## src/rtl/hbiu_pkg.sv

```systemverilog
// hbiu_pkg: constants and types of the host bus interface unit
// assumes nothing beyond a SystemVerilog compiler
`default_nettype none
package hbiu_pkg;

    // lane select patterns, active low, lane 3 in bit 3
    localparam logic [3:0] LANES_WORD = 4'h0;
    localparam logic [3:0] LANES_LOW_HALF = 4'hC;
    localparam logic [3:0] LANES_HIGH_HALF = 4'h3;
    localparam logic [3:0] LANES_BYTE0 = 4'hE;
    localparam logic [3:0] LANES_BYTE1 = 4'hD;
    localparam logic [3:0] LANES_BYTE2 = 4'hB;
    localparam logic [3:0] LANES_BYTE3 = 4'h7;

    // access size codes
    localparam logic [1:0] SIZE_BYTE = 2'h0;
    localparam logic [1:0] SIZE_HALF = 2'h1;
    localparam logic [1:0] SIZE_WORD = 2'h2;
    localparam logic [1:0] SIZE_BAD = 2'h3;

    // queue data register location
    localparam logic [2:0] QUEUE_OFFSET = 3'h0;

    // reset values
    localparam logic [14:0] ADDR_RST = 15'h0000;
    localparam logic [3:0] LANES_RST = 4'hF;
    localparam logic [31:0] DATA_RST = 32'h0000_0000;

    // synchroniser width: read strobe, write strobe, strap
    localparam int SYNC_W = 3;
    localparam int SYNC_RD = 0;
    localparam int SYNC_WR = 1;
    localparam int SYNC_STRAP = 2;

    typedef enum logic [2:0] {
        ST_IDLE = 3'b000,
        ST_A_BUSY = 3'b001,
        ST_A_END = 3'b010,
        ST_V_BUSY = 3'b011,
        ST_V_DONE = 3'b100,
        ST_B_BUSY = 3'b101,
        ST_B_DONE = 3'b110
    } hbiu_state_t;

endpackage
`default_nettype wire

```

## src/rtl/hbiu_sync.sv

```systemverilog
// hbiu_sync: two flip-flop synchroniser for a group of pin levels
// assumes each bit is a level, independent of the others
`timescale 1ns/1ps
`default_nettype none
module hbiu_sync #(
    parameter int WIDTH = 1
) (
    input wire logic clk_sys,
    input wire logic rst,
    input wire logic [WIDTH-1:0] pinIn,
    input wire logic [WIDTH-1:0] rstVal,
    output logic [WIDTH-1:0] syncOut
);

    logic [WIDTH-1:0] meta_ff;
    logic [WIDTH-1:0] hold_ff;

    always_ff @(posedge clk_sys) begin
        if (rst) begin
            meta_ff <= rstVal;
            hold_ff <= rstVal;
        end else begin
            meta_ff <= pinIn;
            hold_ff <= meta_ff;
        end
    end

    assign syncOut = hold_ff;

endmodule // hbiu_sync
`default_nettype wire

```

## src/rtl/hbiu_host_port.sv

```systemverilog
// hbiu_host_port: host bus interface unit, async strobes plus bus-clock cycles
// assumes clk_sys is the bus clock and the core answers requests with reqAck
// Operation
// - queue select bypasses the decoder and makes a 32-bit data register access
// - strap low picks local-bus single cycles, high picks burst cycles
// - local-bus mode samples direction when the cycle qualifier asserts
// - local-bus direction high means write, low means read
// - burst mode: direction is burst read, qualifier is burst write
// - burst mode: sync ready asserted as wait while transfer cannot finish
// - burst mode: ready-return low from host extends the transfer
// - async wait output held low on reads until the core answers; writes never wait
// - address, space enable and lanes latched on address strobe rising edge
// - target hit is a combinational decode of space enable and A[15:4]
// - async strobes give single transfers only, never bursts
// - strobe tied low keeps address live; write data taken at write strobe end
// - queue select ignores lanes and reaches only the data register
// - local-bus mode does single transfers, selected only by local decode
// - local-bus: sync ready ends cycle; read data held until ready-return
// - decoding enabled only while address space enable is low
// - lane patterns select word, half or byte access
// - synchronous accesses timed on the bus clock, up to 50 MHz
`timescale 1ns/1ps
`default_nettype none
module hbiu_host_port (
    input wire logic clk_sys,
    input wire logic rst,
    input wire logic [15:1] addrIn,
    input wire logic addrSpaceEnable,
    input wire logic lane0SelN,
    input wire logic lane1SelN,
    input wire logic lane2SelN,
    input wire logic lane3SelN,
    input wire logic addrStrobeN,
    input wire logic queuePortSelectN,
    input wire logic [15:4] baseAddr,
    output logic localTargetHitN,
    input wire logic syncStyleStrap,
    input wire logic cycleQualifierN,
    input wire logic syncDir,
    output logic syncReadyN,
    input wire logic readyReturnN,
    input wire logic asyncRdN,
    input wire logic asyncWrN,
    output logic asyncWaitN,
    input wire logic [31:0] dataIn,
    output logic [31:0] dataOut,
    output logic dataOe,
    output logic reqValid,
    output logic reqWrite,
    output logic reqQueue,
    output logic [2:0] reqOffset,
    output logic [3:0] reqLanes,
    output logic [1:0] reqSize,
    output logic [31:0] reqWrData,
    input wire logic reqAck,
    input wire logic [31:0] reqRdData
);

    ////////////////////////////////////////////////////////////////////////////
    // lane pattern to access size
    function automatic logic [1:0] laneSize(input logic [3:0] lanesN);
        unique case (lanesN)
            hbiu_pkg::LANES_WORD: laneSize = hbiu_pkg::SIZE_WORD;
            hbiu_pkg::LANES_LOW_HALF, hbiu_pkg::LANES_HIGH_HALF: laneSize = hbiu_pkg::SIZE_HALF;
            hbiu_pkg::LANES_BYTE0, hbiu_pkg::LANES_BYTE1,
            hbiu_pkg::LANES_BYTE2, hbiu_pkg::LANES_BYTE3: laneSize = hbiu_pkg::SIZE_BYTE;
            default: laneSize = hbiu_pkg::SIZE_BAD;
        endcase
    endfunction

    ////////////////////////////////////////////////////////////////////////////
    // strobe and strap synchronisers
    logic [hbiu_pkg::SYNC_W-1:0] syncVec;
    logic rdSync;
    logic wrSync;
    logic strapSync;

    hbiu_sync #(.WIDTH(hbiu_pkg::SYNC_W)) uSync (
        .clk_sys(clk_sys),
        .rst(rst),
        .pinIn({syncStyleStrap, asyncWrN, asyncRdN}),
        .rstVal(3'h3),
        .syncOut(syncVec)
    );

    assign rdSync = syncVec[hbiu_pkg::SYNC_RD];
    assign wrSync = syncVec[hbiu_pkg::SYNC_WR];
    assign strapSync = syncVec[hbiu_pkg::SYNC_STRAP];

    ////////////////////////////////////////////////////////////////////////////
    // address latch, transparent while strobe low
    logic [15:1] addrLat_ff, nxt_addrLat;
    logic aenLat_ff, nxt_aenLat;
    logic [3:0] lanesLat_ff, nxt_lanesLat;
    logic [15:1] effAddr;
    logic effAen;
    logic [3:0] effLanes;
    logic hit;

    always_comb begin
        nxt_addrLat = addrLat_ff;
        nxt_aenLat = aenLat_ff;
        nxt_lanesLat = lanesLat_ff;
        if (!addrStrobeN) begin
            nxt_addrLat = addrIn;
            nxt_aenLat = addrSpaceEnable;
            nxt_lanesLat = {lane3SelN, lane2SelN, lane1SelN, lane0SelN};
        end
    end

    always_ff @(posedge clk_sys) begin
        if (rst) begin
            addrLat_ff <= hbiu_pkg::ADDR_RST;
            aenLat_ff <= 1'b1;
            lanesLat_ff <= hbiu_pkg::LANES_RST;
        end else begin
            addrLat_ff <= nxt_addrLat;
            aenLat_ff <= nxt_aenLat;
            lanesLat_ff <= nxt_lanesLat;
        end
    end

    assign effAddr = addrStrobeN ? addrLat_ff : addrIn;
    assign effAen = addrStrobeN ? aenLat_ff : addrSpaceEnable;
    assign effLanes = addrStrobeN ? lanesLat_ff : {lane3SelN, lane2SelN, lane1SelN, lane0SelN};
    assign hit = !effAen && (effAddr[15:4] == baseAddr);
    assign localTargetHitN = !hit;

    ////////////////////////////////////////////////////////////////////////////
    // transfer state machine
    hbiu_pkg::hbiu_state_t state_ff, nxt_state;
    logic rdPrev_ff, nxt_rdPrev;
    logic wrPrev_ff, nxt_wrPrev;
    logic reqValid_ff, nxt_reqValid;
    logic reqWrite_ff, nxt_reqWrite;
    logic reqQueue_ff, nxt_reqQueue;
    logic [2:0] reqOffset_ff, nxt_reqOffset;
    logic [3:0] reqLanes_ff, nxt_reqLanes;
    logic [31:0] reqWrData_ff, nxt_reqWrData;
    logic [31:0] rdData_ff, nxt_rdData;
    logic syncReadyN_ff, nxt_syncReadyN;
    logic asyncWaitN_ff, nxt_asyncWaitN;
    logic [31:0] wrCap_ff, nxt_wrCap;
    logic rdFall;
    logic wrFall;
    logic wrRise;
    logic asyncSel;
    logic burstRd;
    logic burstWr;

    assign rdFall = rdPrev_ff && !rdSync;
    assign wrFall = wrPrev_ff && !wrSync;
    assign wrRise = !wrPrev_ff && wrSync;
    assign asyncSel = !queuePortSelectN || hit;
    assign burstRd = !syncDir;
    assign burstWr = !cycleQualifierN;

    always_comb begin
        nxt_state = state_ff;
        nxt_rdPrev = rdSync;
        nxt_wrPrev = wrSync;
        nxt_reqValid = 1'b0;
        nxt_reqWrite = reqWrite_ff;
        nxt_reqQueue = reqQueue_ff;
        nxt_reqOffset = reqOffset_ff;
        nxt_reqLanes = reqLanes_ff;
        nxt_reqWrData = reqWrData_ff;
        nxt_rdData = rdData_ff;
        nxt_syncReadyN = syncReadyN_ff;
        nxt_asyncWaitN = asyncWaitN_ff;
        nxt_wrCap = !wrSync ? dataIn : wrCap_ff;
        unique case (state_ff)
            hbiu_pkg::ST_IDLE: begin
                nxt_reqQueue = !queuePortSelectN;
                nxt_reqOffset = !queuePortSelectN ? hbiu_pkg::QUEUE_OFFSET : effAddr[3:1];
                nxt_reqLanes = !queuePortSelectN ? hbiu_pkg::LANES_WORD : effLanes;
                if (!strapSync && !cycleQualifierN && hit) begin
                    nxt_reqValid = 1'b1;
                    nxt_reqWrite = syncDir;
                    nxt_reqQueue = 1'b0;
                    nxt_reqOffset = effAddr[3:1];
                    nxt_reqLanes = effLanes;
                    nxt_reqWrData = dataIn;
                    nxt_state = hbiu_pkg::ST_V_BUSY;
                end else if (strapSync && !queuePortSelectN && (burstRd || burstWr)) begin
                    nxt_reqValid = 1'b1;
                    nxt_reqWrite = burstWr;
                    nxt_reqWrData = dataIn;
                    nxt_syncReadyN = 1'b0;
                    nxt_state = hbiu_pkg::ST_B_BUSY;
                end else if (rdFall && asyncSel) begin
                    nxt_reqValid = 1'b1;
                    nxt_reqWrite = 1'b0;
                    nxt_asyncWaitN = 1'b0;
                    nxt_state = hbiu_pkg::ST_A_BUSY;
                end else if (wrRise && asyncSel) begin
                    nxt_reqValid = 1'b1;
                    nxt_reqWrite = 1'b1;
                    nxt_reqWrData = wrCap_ff;
                    nxt_state = hbiu_pkg::ST_A_BUSY;
                end else if (wrFall && asyncSel) begin
                    nxt_asyncWaitN = 1'b1;
                end
            end
            hbiu_pkg::ST_A_BUSY: begin
                if (reqAck) begin
                    nxt_rdData = reqWrite_ff ? rdData_ff : reqRdData;
                    nxt_asyncWaitN = 1'b1;
                    nxt_state = hbiu_pkg::ST_A_END;
                end
            end
            hbiu_pkg::ST_A_END: begin
                if (rdSync && wrSync) begin
                    nxt_state = hbiu_pkg::ST_IDLE;
                end
            end
            hbiu_pkg::ST_V_BUSY: begin
                if (reqAck) begin
                    nxt_rdData = reqWrite_ff ? rdData_ff : reqRdData;
                    nxt_syncReadyN = 1'b0;
                    nxt_state = hbiu_pkg::ST_V_DONE;
                end
            end
            hbiu_pkg::ST_V_DONE: begin
                if (!readyReturnN) begin
                    nxt_syncReadyN = 1'b1;
                    nxt_state = hbiu_pkg::ST_IDLE;
                end
            end
            hbiu_pkg::ST_B_BUSY: begin
                if (reqAck) begin
                    nxt_rdData = reqWrite_ff ? rdData_ff : reqRdData;
                    nxt_syncReadyN = 1'b1;
                    nxt_state = hbiu_pkg::ST_B_DONE;
                end
            end
            hbiu_pkg::ST_B_DONE: begin
                if (readyReturnN) begin
                    nxt_state = hbiu_pkg::ST_IDLE;
                end
            end
            default: begin
                nxt_state = hbiu_pkg::ST_IDLE;
                nxt_syncReadyN = 1'b1;
                nxt_asyncWaitN = 1'b1;
            end
        endcase
    end

    always_ff @(posedge clk_sys) begin
        if (rst) begin
            state_ff <= hbiu_pkg::ST_IDLE;
            rdPrev_ff <= 1'b1;
            wrPrev_ff <= 1'b1;
            reqValid_ff <= 1'b0;
            reqWrite_ff <= 1'b0;
            reqQueue_ff <= 1'b0;
            reqOffset_ff <= hbiu_pkg::QUEUE_OFFSET;
            reqLanes_ff <= hbiu_pkg::LANES_RST;
            reqWrData_ff <= hbiu_pkg::DATA_RST;
            rdData_ff <= hbiu_pkg::DATA_RST;
            syncReadyN_ff <= 1'b1;
            asyncWaitN_ff <= 1'b1;
            wrCap_ff <= hbiu_pkg::DATA_RST;
        end else begin
            state_ff <= nxt_state;
            rdPrev_ff <= nxt_rdPrev;
            wrPrev_ff <= nxt_wrPrev;
            reqValid_ff <= nxt_reqValid;
            reqWrite_ff <= nxt_reqWrite;
            reqQueue_ff <= nxt_reqQueue;
            reqOffset_ff <= nxt_reqOffset;
            reqLanes_ff <= nxt_reqLanes;
            reqWrData_ff <= nxt_reqWrData;
            rdData_ff <= nxt_rdData;
            syncReadyN_ff <= nxt_syncReadyN;
            asyncWaitN_ff <= nxt_asyncWaitN;
            wrCap_ff <= nxt_wrCap;
        end
    end

    ////////////////////////////////////////////////////////////////////////////
    // outputs
    assign reqValid = reqValid_ff;
    assign reqWrite = reqWrite_ff;
    assign reqQueue = reqQueue_ff;
    assign reqOffset = reqOffset_ff;
    assign reqLanes = reqLanes_ff;
    assign reqSize = laneSize(reqLanes_ff);
    assign reqWrData = reqWrData_ff;
    assign dataOut = rdData_ff;
    assign syncReadyN = syncReadyN_ff;
    assign asyncWaitN = asyncWaitN_ff;
    assign dataOe = !reqWrite_ff && ((state_ff == hbiu_pkg::ST_A_END && !rdSync)
        || state_ff == hbiu_pkg::ST_V_DONE
        || (state_ff == hbiu_pkg::ST_B_DONE && burstRd));

endmodule // hbiu_host_port
`default_nettype wire

```

## config.mk

```make
export PLATFORM = sky130hd
export DESIGN_NAME = hbiu_host_port
export DESIGN_NICKNAME = d
export VERILOG_FILES = /design/src/rtl/hbiu_pkg.sv /design/src/rtl/hbiu_sync.sv /design/src/rtl/hbiu_host_port.sv
export SDC_FILE = /design/constraint.sdc
export NUM_CORES = 1
export LEC_CHECK = 0
export BUFFER_PORTS_ARGS = -buffer_cell sky130_fd_sc_hd__buf_2
export CAP_MARGIN = 30
export CORE_UTILIZATION = 40
export DETAILED_ROUTE_END_ITERATION = 10
export PLACE_DENSITY = 0.63
export SYNTH_ARGS = -nofsm -noshare
export SYNTH_HDL_FRONTEND = slang
export SYNTH_SLANG_ARGS = --single-unit
```

## constraint.sdc

```tcl
create_clock -name clk_sys -period 3.3 [get_ports clk_sys]
set_input_delay 0.165 -clock clk_sys [delete_from_list [all_inputs] [get_ports clk_sys]]
set_output_delay 0.165 -clock clk_sys [all_outputs]
set_load 0.03 [all_outputs]
```

==> metrics.cfg, run 1 <==
[clocking]
clockBufferDepth = 2
insertion_delay_ns = 0.41
htree_num_levels = 4
postCtsHoldBufs = 55
clock-sinks = 139
cts_tree = built
cts_root_buf = clkbuf_16
clk_transition_reported_paths_ns = 0.06
cts-resized-gates = 0
cts_setup_buffers = 0
cts_made_buffers = 17

[layout]
syn_to_final_growth_pct = 37.6
fin_nets = 950
drive_gt1_share_pct = 31.8
diodes = 0

[route]
dr.pass1.iters = 4
num_vias = 5248
drtIter0Drc = 276
wl_per_cell_um = 14.7
drc_errors = 0
drt_wl_total_um = 15300
vias_per_cell = 5.07
drtAntennaViolNets = 0

[floorplan]
die_w_um = 123
start_util_pct = 41.6
fp-row-count = 43
die_y_um = 123
ioPinCount = 187
dieArea_um2 = 15200
coreArea_um2 = 14100

[yosys]
synth_edf_count = 0
synth_common_cells = 139 x dfxtp_1, 85 x mux2i_1, 78 x a21oi_1, 78 x nand2_1, 60 x nor2_1
post-synth-top-count-cell = dfxtp_1
synth_area_leader_cell = dfxtp_1
synth_top_family_by_area = compound AO/OA/AOI/OAI gates
ys_seq_elements = 139
synth_area_um2 = 5870
synth-compound-area-share_pct = 17.1
synth-xor-area-share_pct = 2.24
synthSimpleGateAreaFrac_pct = 13.9
synth_warnings = 0
synth_nets = 729
async_flop_share_pct = 0
synth_top_cell_area_share_pct = 47.4
synth_area_leaders = dfxtp_1 47%, mux2i_1 15%, a21oi_1 6.7%
avgSynthCellArea_um2 = 9.43
ys_seq_area_share_pct = 47.4
syn_inst = 622
ys_types = 44
ys.flop_type = dfxtp_1
yosys.area_share.adder_pct = 0
muxShareOfSynthArea_pct = 15.0

[power_and_ir_drop]
comb_power_share_pct = 14.6
p_int_uw = 3170
clockPowerShare_pct = 43.2
ir_worst_vdd_uv = 330
power_switching_uw = 1130
p_leak_uw = 0.00376
power_uw = 4310
p_sw_share_pct = 26.3
p_per_area_nw_per_um2 = 533
sequentialPowerShare_pct = 42.2

[worst_hold_path]
hold_class = in2reg
hold_start = lane3SelN

[run]
max_cap_viol_count = 0

[worst_setup_path]
path_class = reg2reg
endpoint_kind = register
critPathArrivalTime_ns = 2.95
critPathSlowestCell = nor4_2
crit_chain = mux2i_1, xnor2_1, nor4_2, a31oi_1, o311ai_4, buf_4, a21oi_1, a211oi_2
crit_start = addrLat_ff[10]
rrSetupSlack_ns = 0.68
path_max_fanout = 32
r2r-start = addrLat_ff[10]
max_stage_delay_ns = 0.46
start_kind = register
cp_data_required_time_ns = 3.63

[placed_design]
port_buffers = 186
dp_hpwl_um = 10200
gp_congestion = 0.749

[sta]
max_freq_ghz = 0.382
rsz0062_at_grt = false
fin_skew_ns = 0.00497
slew_violations = 0
slew_headroom_pct = 43.6
hold_viol_final = 0
finalSetupViolations = 0
period_share_pct = 79.4
max_slew.worst_pin.slew_ns = 0.842
min_period_ns = 2.62
fin_setup_tns_ns = 0

[outcome]
outcome = finished, final reports clean

[global_route]
gr-total-overflow = 0
grt_pass1_wl_um = 24500
grt.total_usage_pct = 20.8
grt_pass1_vias = 5248
grt_max_degree = 81
antenna_found_initial = 0

worst paths after layout:
check             cells after the start          endpoint
setup / recovery                      8      reqWrData[9]
hold / removal                        3    lanesLat_ff[3]
setup reg to reg                      8      reqWrData[9]
hold reg to reg                       1  uSync.syncOut[0]
cells by family (layout without fill, tap and decap cells):
family,Yosys count,in the layout
XOR/XNOR,15,15
multiplexers,87,87
buffers and inverters,55,289
flip-flops,139,139
AO/OA/AOI/OAI,142,142
AND/OR/NAND/NOR,184,184
worst max-delay path, delay by kind of cell (launching register included):
| family | cells | cell delay (ns) |
|---|---|---|
| xor gates and xnor gates | 1 | 0.12 |
| muxes | 1 | 0.22 |
| buffers and inverters | 1 | 0.40 |
| and+or+nand+nor | 1 | 0.46 |
| DFF | 1 | 0.31 |
| AOI/OAI and AO/OA | 4 | 1.01 |
power groups by stage:
stage          Combinational, µW  Sequential (µW)  Clock (µW)
3_3_place_gp                 568             1850           0
2_1_floorplan                328             1910           0
5_1_grt                      690             1830        1980
3_5_place_dp                 581             1850           0
4_1_cts                      634             1820        1910
6_report                     630             1810        1860
metrics by stage:
step	worst slack [ns]	area (µm²)	hold slack (ns)	util, %	std cells
floorplan	0.882	5870	0.269	-	622
global placement	0.375	6910	0.356	49.0	948
detailed placement	0.358	6930	0.354	49.1	949
CTS	0.688	8070	0.000444	57.3	1036
global route	0.469	8070	0.000817	57.3	1036
finish	0.681	8070	0.0167	57.3	1036
cell usage in the layout (no fill, tap or decap), drive strengths merged, types with 2 or more instances in the layout:
cell,Yosys,final
a21oi,78,78
inv,6,7
or3,2,2
a22o,3,3
nor3,7,7
nor2,60,60
a31oi,2,2
a211oi,33,33
nand4,3,3
xnor2,14,14
mux2i,87,87
a22oi,2,2
dlygate4sd3,0,55
clkinv,0,4
nor2b,4,4
nand3,4,4
a311oi,2,2
o21ai,12,12
or2,6,6
nand2,78,78
buf,14,196
nand2b,10,10
nor4,4,4
clkbuf,35,23
dfxtp,139,139
o211ai,2,2
nand3b,2,2
clkinvlp,0,3
metal layers:
layer	GRT usage, %	up-vias	share of wire [%]
li1	-	2610	-
met1	24.2	2462	43
met2	35.4	147	49
met3	6.18	29	5.4
met4	8.96	0	2.5
met5	0	-	0
state kept, by name, summed over array words and instances (netlist names), 3 cells and up:
| register | count |
|---|---|
| dataOut | 32 |
| reqWrData | 32 |
| wrCap_ff | 32 |
| addrLat_ff | 15 |
| lanesLat_ff | 4 |
| reqLanes | 4 |
| reqOffset | 3 |
| state_ff | 3 |
| uSync.meta_ff | 3 |
| uSync.syncOut | 3 |
final cells by class:
type	instances	area, µm²
fillers	1287	6030
multi-input cells	428	2850
flip-flops and latches	139	2780
repair buffers	251	1600
clock buffers	23	508
well taps	180	225
clock inverters	9	85.1
inverters	6	22.5
Note: power is estimated with default switching activity, not from simulation.
==> run 2: changes to the inputs <==
==> constraint.sdc (replaced) <==
create_clock -name clk_sys -period 2.5 [get_ports clk_sys]
set_input_delay 0.125 -clock clk_sys [delete_from_list [all_inputs] [get_ports clk_sys]]
set_output_delay 0.125 -clock clk_sys [all_outputs]
set_load 0.03 [all_outputs]
==> run 2 against run 1 <==
  * Count of clock-buffer cells in the layout decreased by 3
  * Sequential power increased by 32%
  * Critical path depth grew 3
  * Sequential cell count is the same
  * First-iteration DRC count rose by 0.36%
  * Global-route usage up 0.72 points
  * Critical path type is now in2reg
  * Critical endpoint is now reqWrData[17]
==> metrics.cfg, run 2 (synthesized netlist as in run 1, its figures left out) <==
[worst_setup_path]
ff2ff_path_depth = 10  ; was 8
path_max_fanout = 21  ; was 32
critPathArrivalTime_ns = 2.71  ; was 2.95 ns
rrSetupSlack_ns = 0.21  ; was 0.68 ns
crit_family = buffers and inverters  ; was compound AO/OA/AOI/OAI gates
worst-path-buf-inv = 4  ; was 1
crit_chain = dlygate4sd3_1, buf_2, mux2i_2, xnor2_1, nor4_2, a31oi_2, o311ai_4, buf_4, buf_12, a21oi_1, a211oi_2  ; was mux2i_1, xnor2_1, nor4_2, a31oi_1, o311ai_4, buf_4, a21oi_1, a211oi_2
cp_data_required_time_ns = 2.83  ; was 3.63 ns
reg2reg_to = reqWrData[17]  ; was reqWrData[9]
r2r-start = addrLat_ff[12]  ; was addrLat_ff[10]
max_stage_delay_ns = 0.56  ; was 0.46 ns
endpoint_kind = register  ; unchanged
start_kind = input pin  ; was register
path_class = in2reg  ; was reg2reg
critPathSlowestCell = dlygate4sd3_1  ; was nor4_2

[global_route]
grt_pass1_vias = 5478  ; was 5248
antenna_found_initial = 0  ; unchanged
grt_pass1_wl_um = 25200  ; was 24500 µm
grt.total_usage_pct = 21.5  ; was 20.8%
grt_max_degree = 61  ; was 81
gr-total-overflow = 0  ; unchanged
met1_usage_pct = 23.8  ; was 24.2%
grt_use_met2_pct = 38.3  ; was 35.4%
busiest_layer = met2  ; unchanged
gr-usage-met3_pct = 5.26  ; was 6.18%

[floorplan]
start_util_pct = 41.6  ; unchanged
ioPinCount = 187  ; unchanged
coreArea_um2 = 14100  ; unchanged
fp-row-count = 43  ; unchanged
die_y_um = 123  ; unchanged
dieArea_um2 = 15200  ; unchanged
die_w_um = 123  ; unchanged

[clocking]
clock-sinks = 139  ; unchanged
cts_made_buffers = 17  ; unchanged
insertion_delay_ns = 0.41  ; about the same
clockBufferDepth = 2  ; unchanged
htree_num_levels = 4  ; unchanged
clk_transition_reported_paths_ns = 0.06  ; about the same
cts_root_buf = clkbuf_16  ; unchanged
cts_tree = built  ; unchanged

[worst_hold_path]
hold_end = addrLat_ff[3]  ; was lanesLat_ff[3]
hold_start = addrIn[3]  ; was lane3SelN
whs_path_depth = 3  ; unchanged
hold_class = in2reg  ; unchanged

[placed_design]
gp_congestion = 0.785  ; was 0.749
dp_hpwl_um = 10800  ; was 10200 µm
port_buffers = 186  ; unchanged
placed_cell_area_um2 = 7090  ; was 6930 µm²

[layout]
drive_gt1_share_pct = 32.5  ; was 31.8%
layout_commonest_cell = buf_2  ; unchanged
fin_nets = 999  ; was 950
syn_to_final_growth_pct = 45.5  ; was 37.6%
layout_common_cells = 185 x buf_2, 138 x dfxtp_1, 84 x mux2i_1, 84 x dlygate4sd3_1  ; was 185 x buf_2, 138 x dfxtp_1, 85 x mux2i_1
nFillCells = 1164  ; was 1287
fin_area_um2 = 8540  ; was 8070 µm²
diodes = 0  ; unchanged

[sta]
finalSetupViolations = 0  ; unchanged
hold_viol_final = 0  ; unchanged
slew_violations = 0  ; unchanged
min_period_ns = 2.38
period_share_pct = 95.3
max_freq_ghz = 0.420
max_slew.worst_pin.slew_ns = 0.610  ; was 0.842 ns
fin_setup_tns_ns = 0  ; unchanged
slew_headroom_pct = 59.1  ; was 43.6%
fin_skew_ns = 0.00615  ; was 0.00497 ns

[outcome]
outcome = finished, final reports clean  ; unchanged

[route]
drtIter0Drc = 277  ; was 276
drtAntennaViolNets = 0  ; unchanged
drt_wl_total_um = 16200  ; was 15300 µm
drc_errors = 0  ; unchanged
num_vias = 5504  ; was 5248
dr.pass1.iters = 4  ; unchanged
wl_per_cell_um = 14.9  ; was 14.7 µm
vias_per_cell = 5.07  ; about the same

[power_and_ir_drop]
p_per_area_nw_per_um2 = 675  ; was 533 nW/µm²
p_leak_uw = 0.00400  ; was 0.00376 µW
ir_worst_vdd_uv = 416  ; was 330 µV

[run]
max_cap_viol_count = 0  ; unchanged

## run 2: worst min-delay path, delay by kind of cell
kind,cells,cell delay (ns)
simple gates,1,0.11
mux,1,0.05
buf+inv,1,0.09
## run 2: worst max path at each step
stage | startpoint | end | slack (ns) | cells past startpoint
after CTS | addrIn[5] | reqWrData[14] | 0.15 | 11
final | addrIn[8] | reqWrData[17] | 0.12 | 11
after global routing | addrIn[8] | reqWrData[17] | -0.01 | 11
after floorplan | addrStrobeN | reqWrData[14] | 0.12 | 11
after detailed placement | addrStrobeN | reqWrData[14] | -0.09 | 11
after global placement | addrStrobeN | reqWrData[27] | 0.03 | 11
## run 2: timing repair
item,4_1_cts,5_1_grt
hold buffers,84,0
setup buffers,0,1
gates resized for setup,0,3
hold endpoints to repair,84,0
endpoints found under the setup margin,0,8
## run 2: area by class of cell
cell class / count / area [µm²] / area share (%)
Multi-Input combinational cell: 428 / 2860 / 33.6
Sequential cell: 139 / 2780 / 32.6
Timing Repair Buffer: 300 / 2060 / 24.2
Clock buffer: 20 / 457 / 5.35
Tap cell: 180 / 225 / 2.64
Clock inverter: 12 / 121 / 1.42
Inverter: 6 / 22.5 / 0.264
## run 2: layer usage
metal	vias to the layer above	share of wire [%]
met5	-	0
met2	153	52
met3	35	4.8
met4	0	2.4
li1	2700	-
met1	2616	41
## run 2: through the flow
stage                     utilization [%]  cells  power [µW]  setup WS [ns]  hold slack (ns)
after CTS                            60.4   1084        5810          0.150        0.0000207
final                                60.6   1085        5760          0.118           0.0156
after global placement               50.3    968        3210         0.0276            0.313
after floorplan                         -    622        2950          0.122            0.229
after global routing                 60.6   1085        6000        -0.0113           0.0262
after detailed placement             50.3    968        3240        -0.0870            0.313
## run 2: power by group
| part | leakage (µW) | switching, µW | total (µW) | internal, µW |
|---|---|---|---|---|
| sequential | 0.00113 | 73.4 | 2390 | 2320 |
| combinational | 0.00257 | 514 | 914 | 400 |
| clock | 0.000293 | 940 | 2450 | 1510 |
| total | 0.00400 | 1530 | 5760 | 4230 |
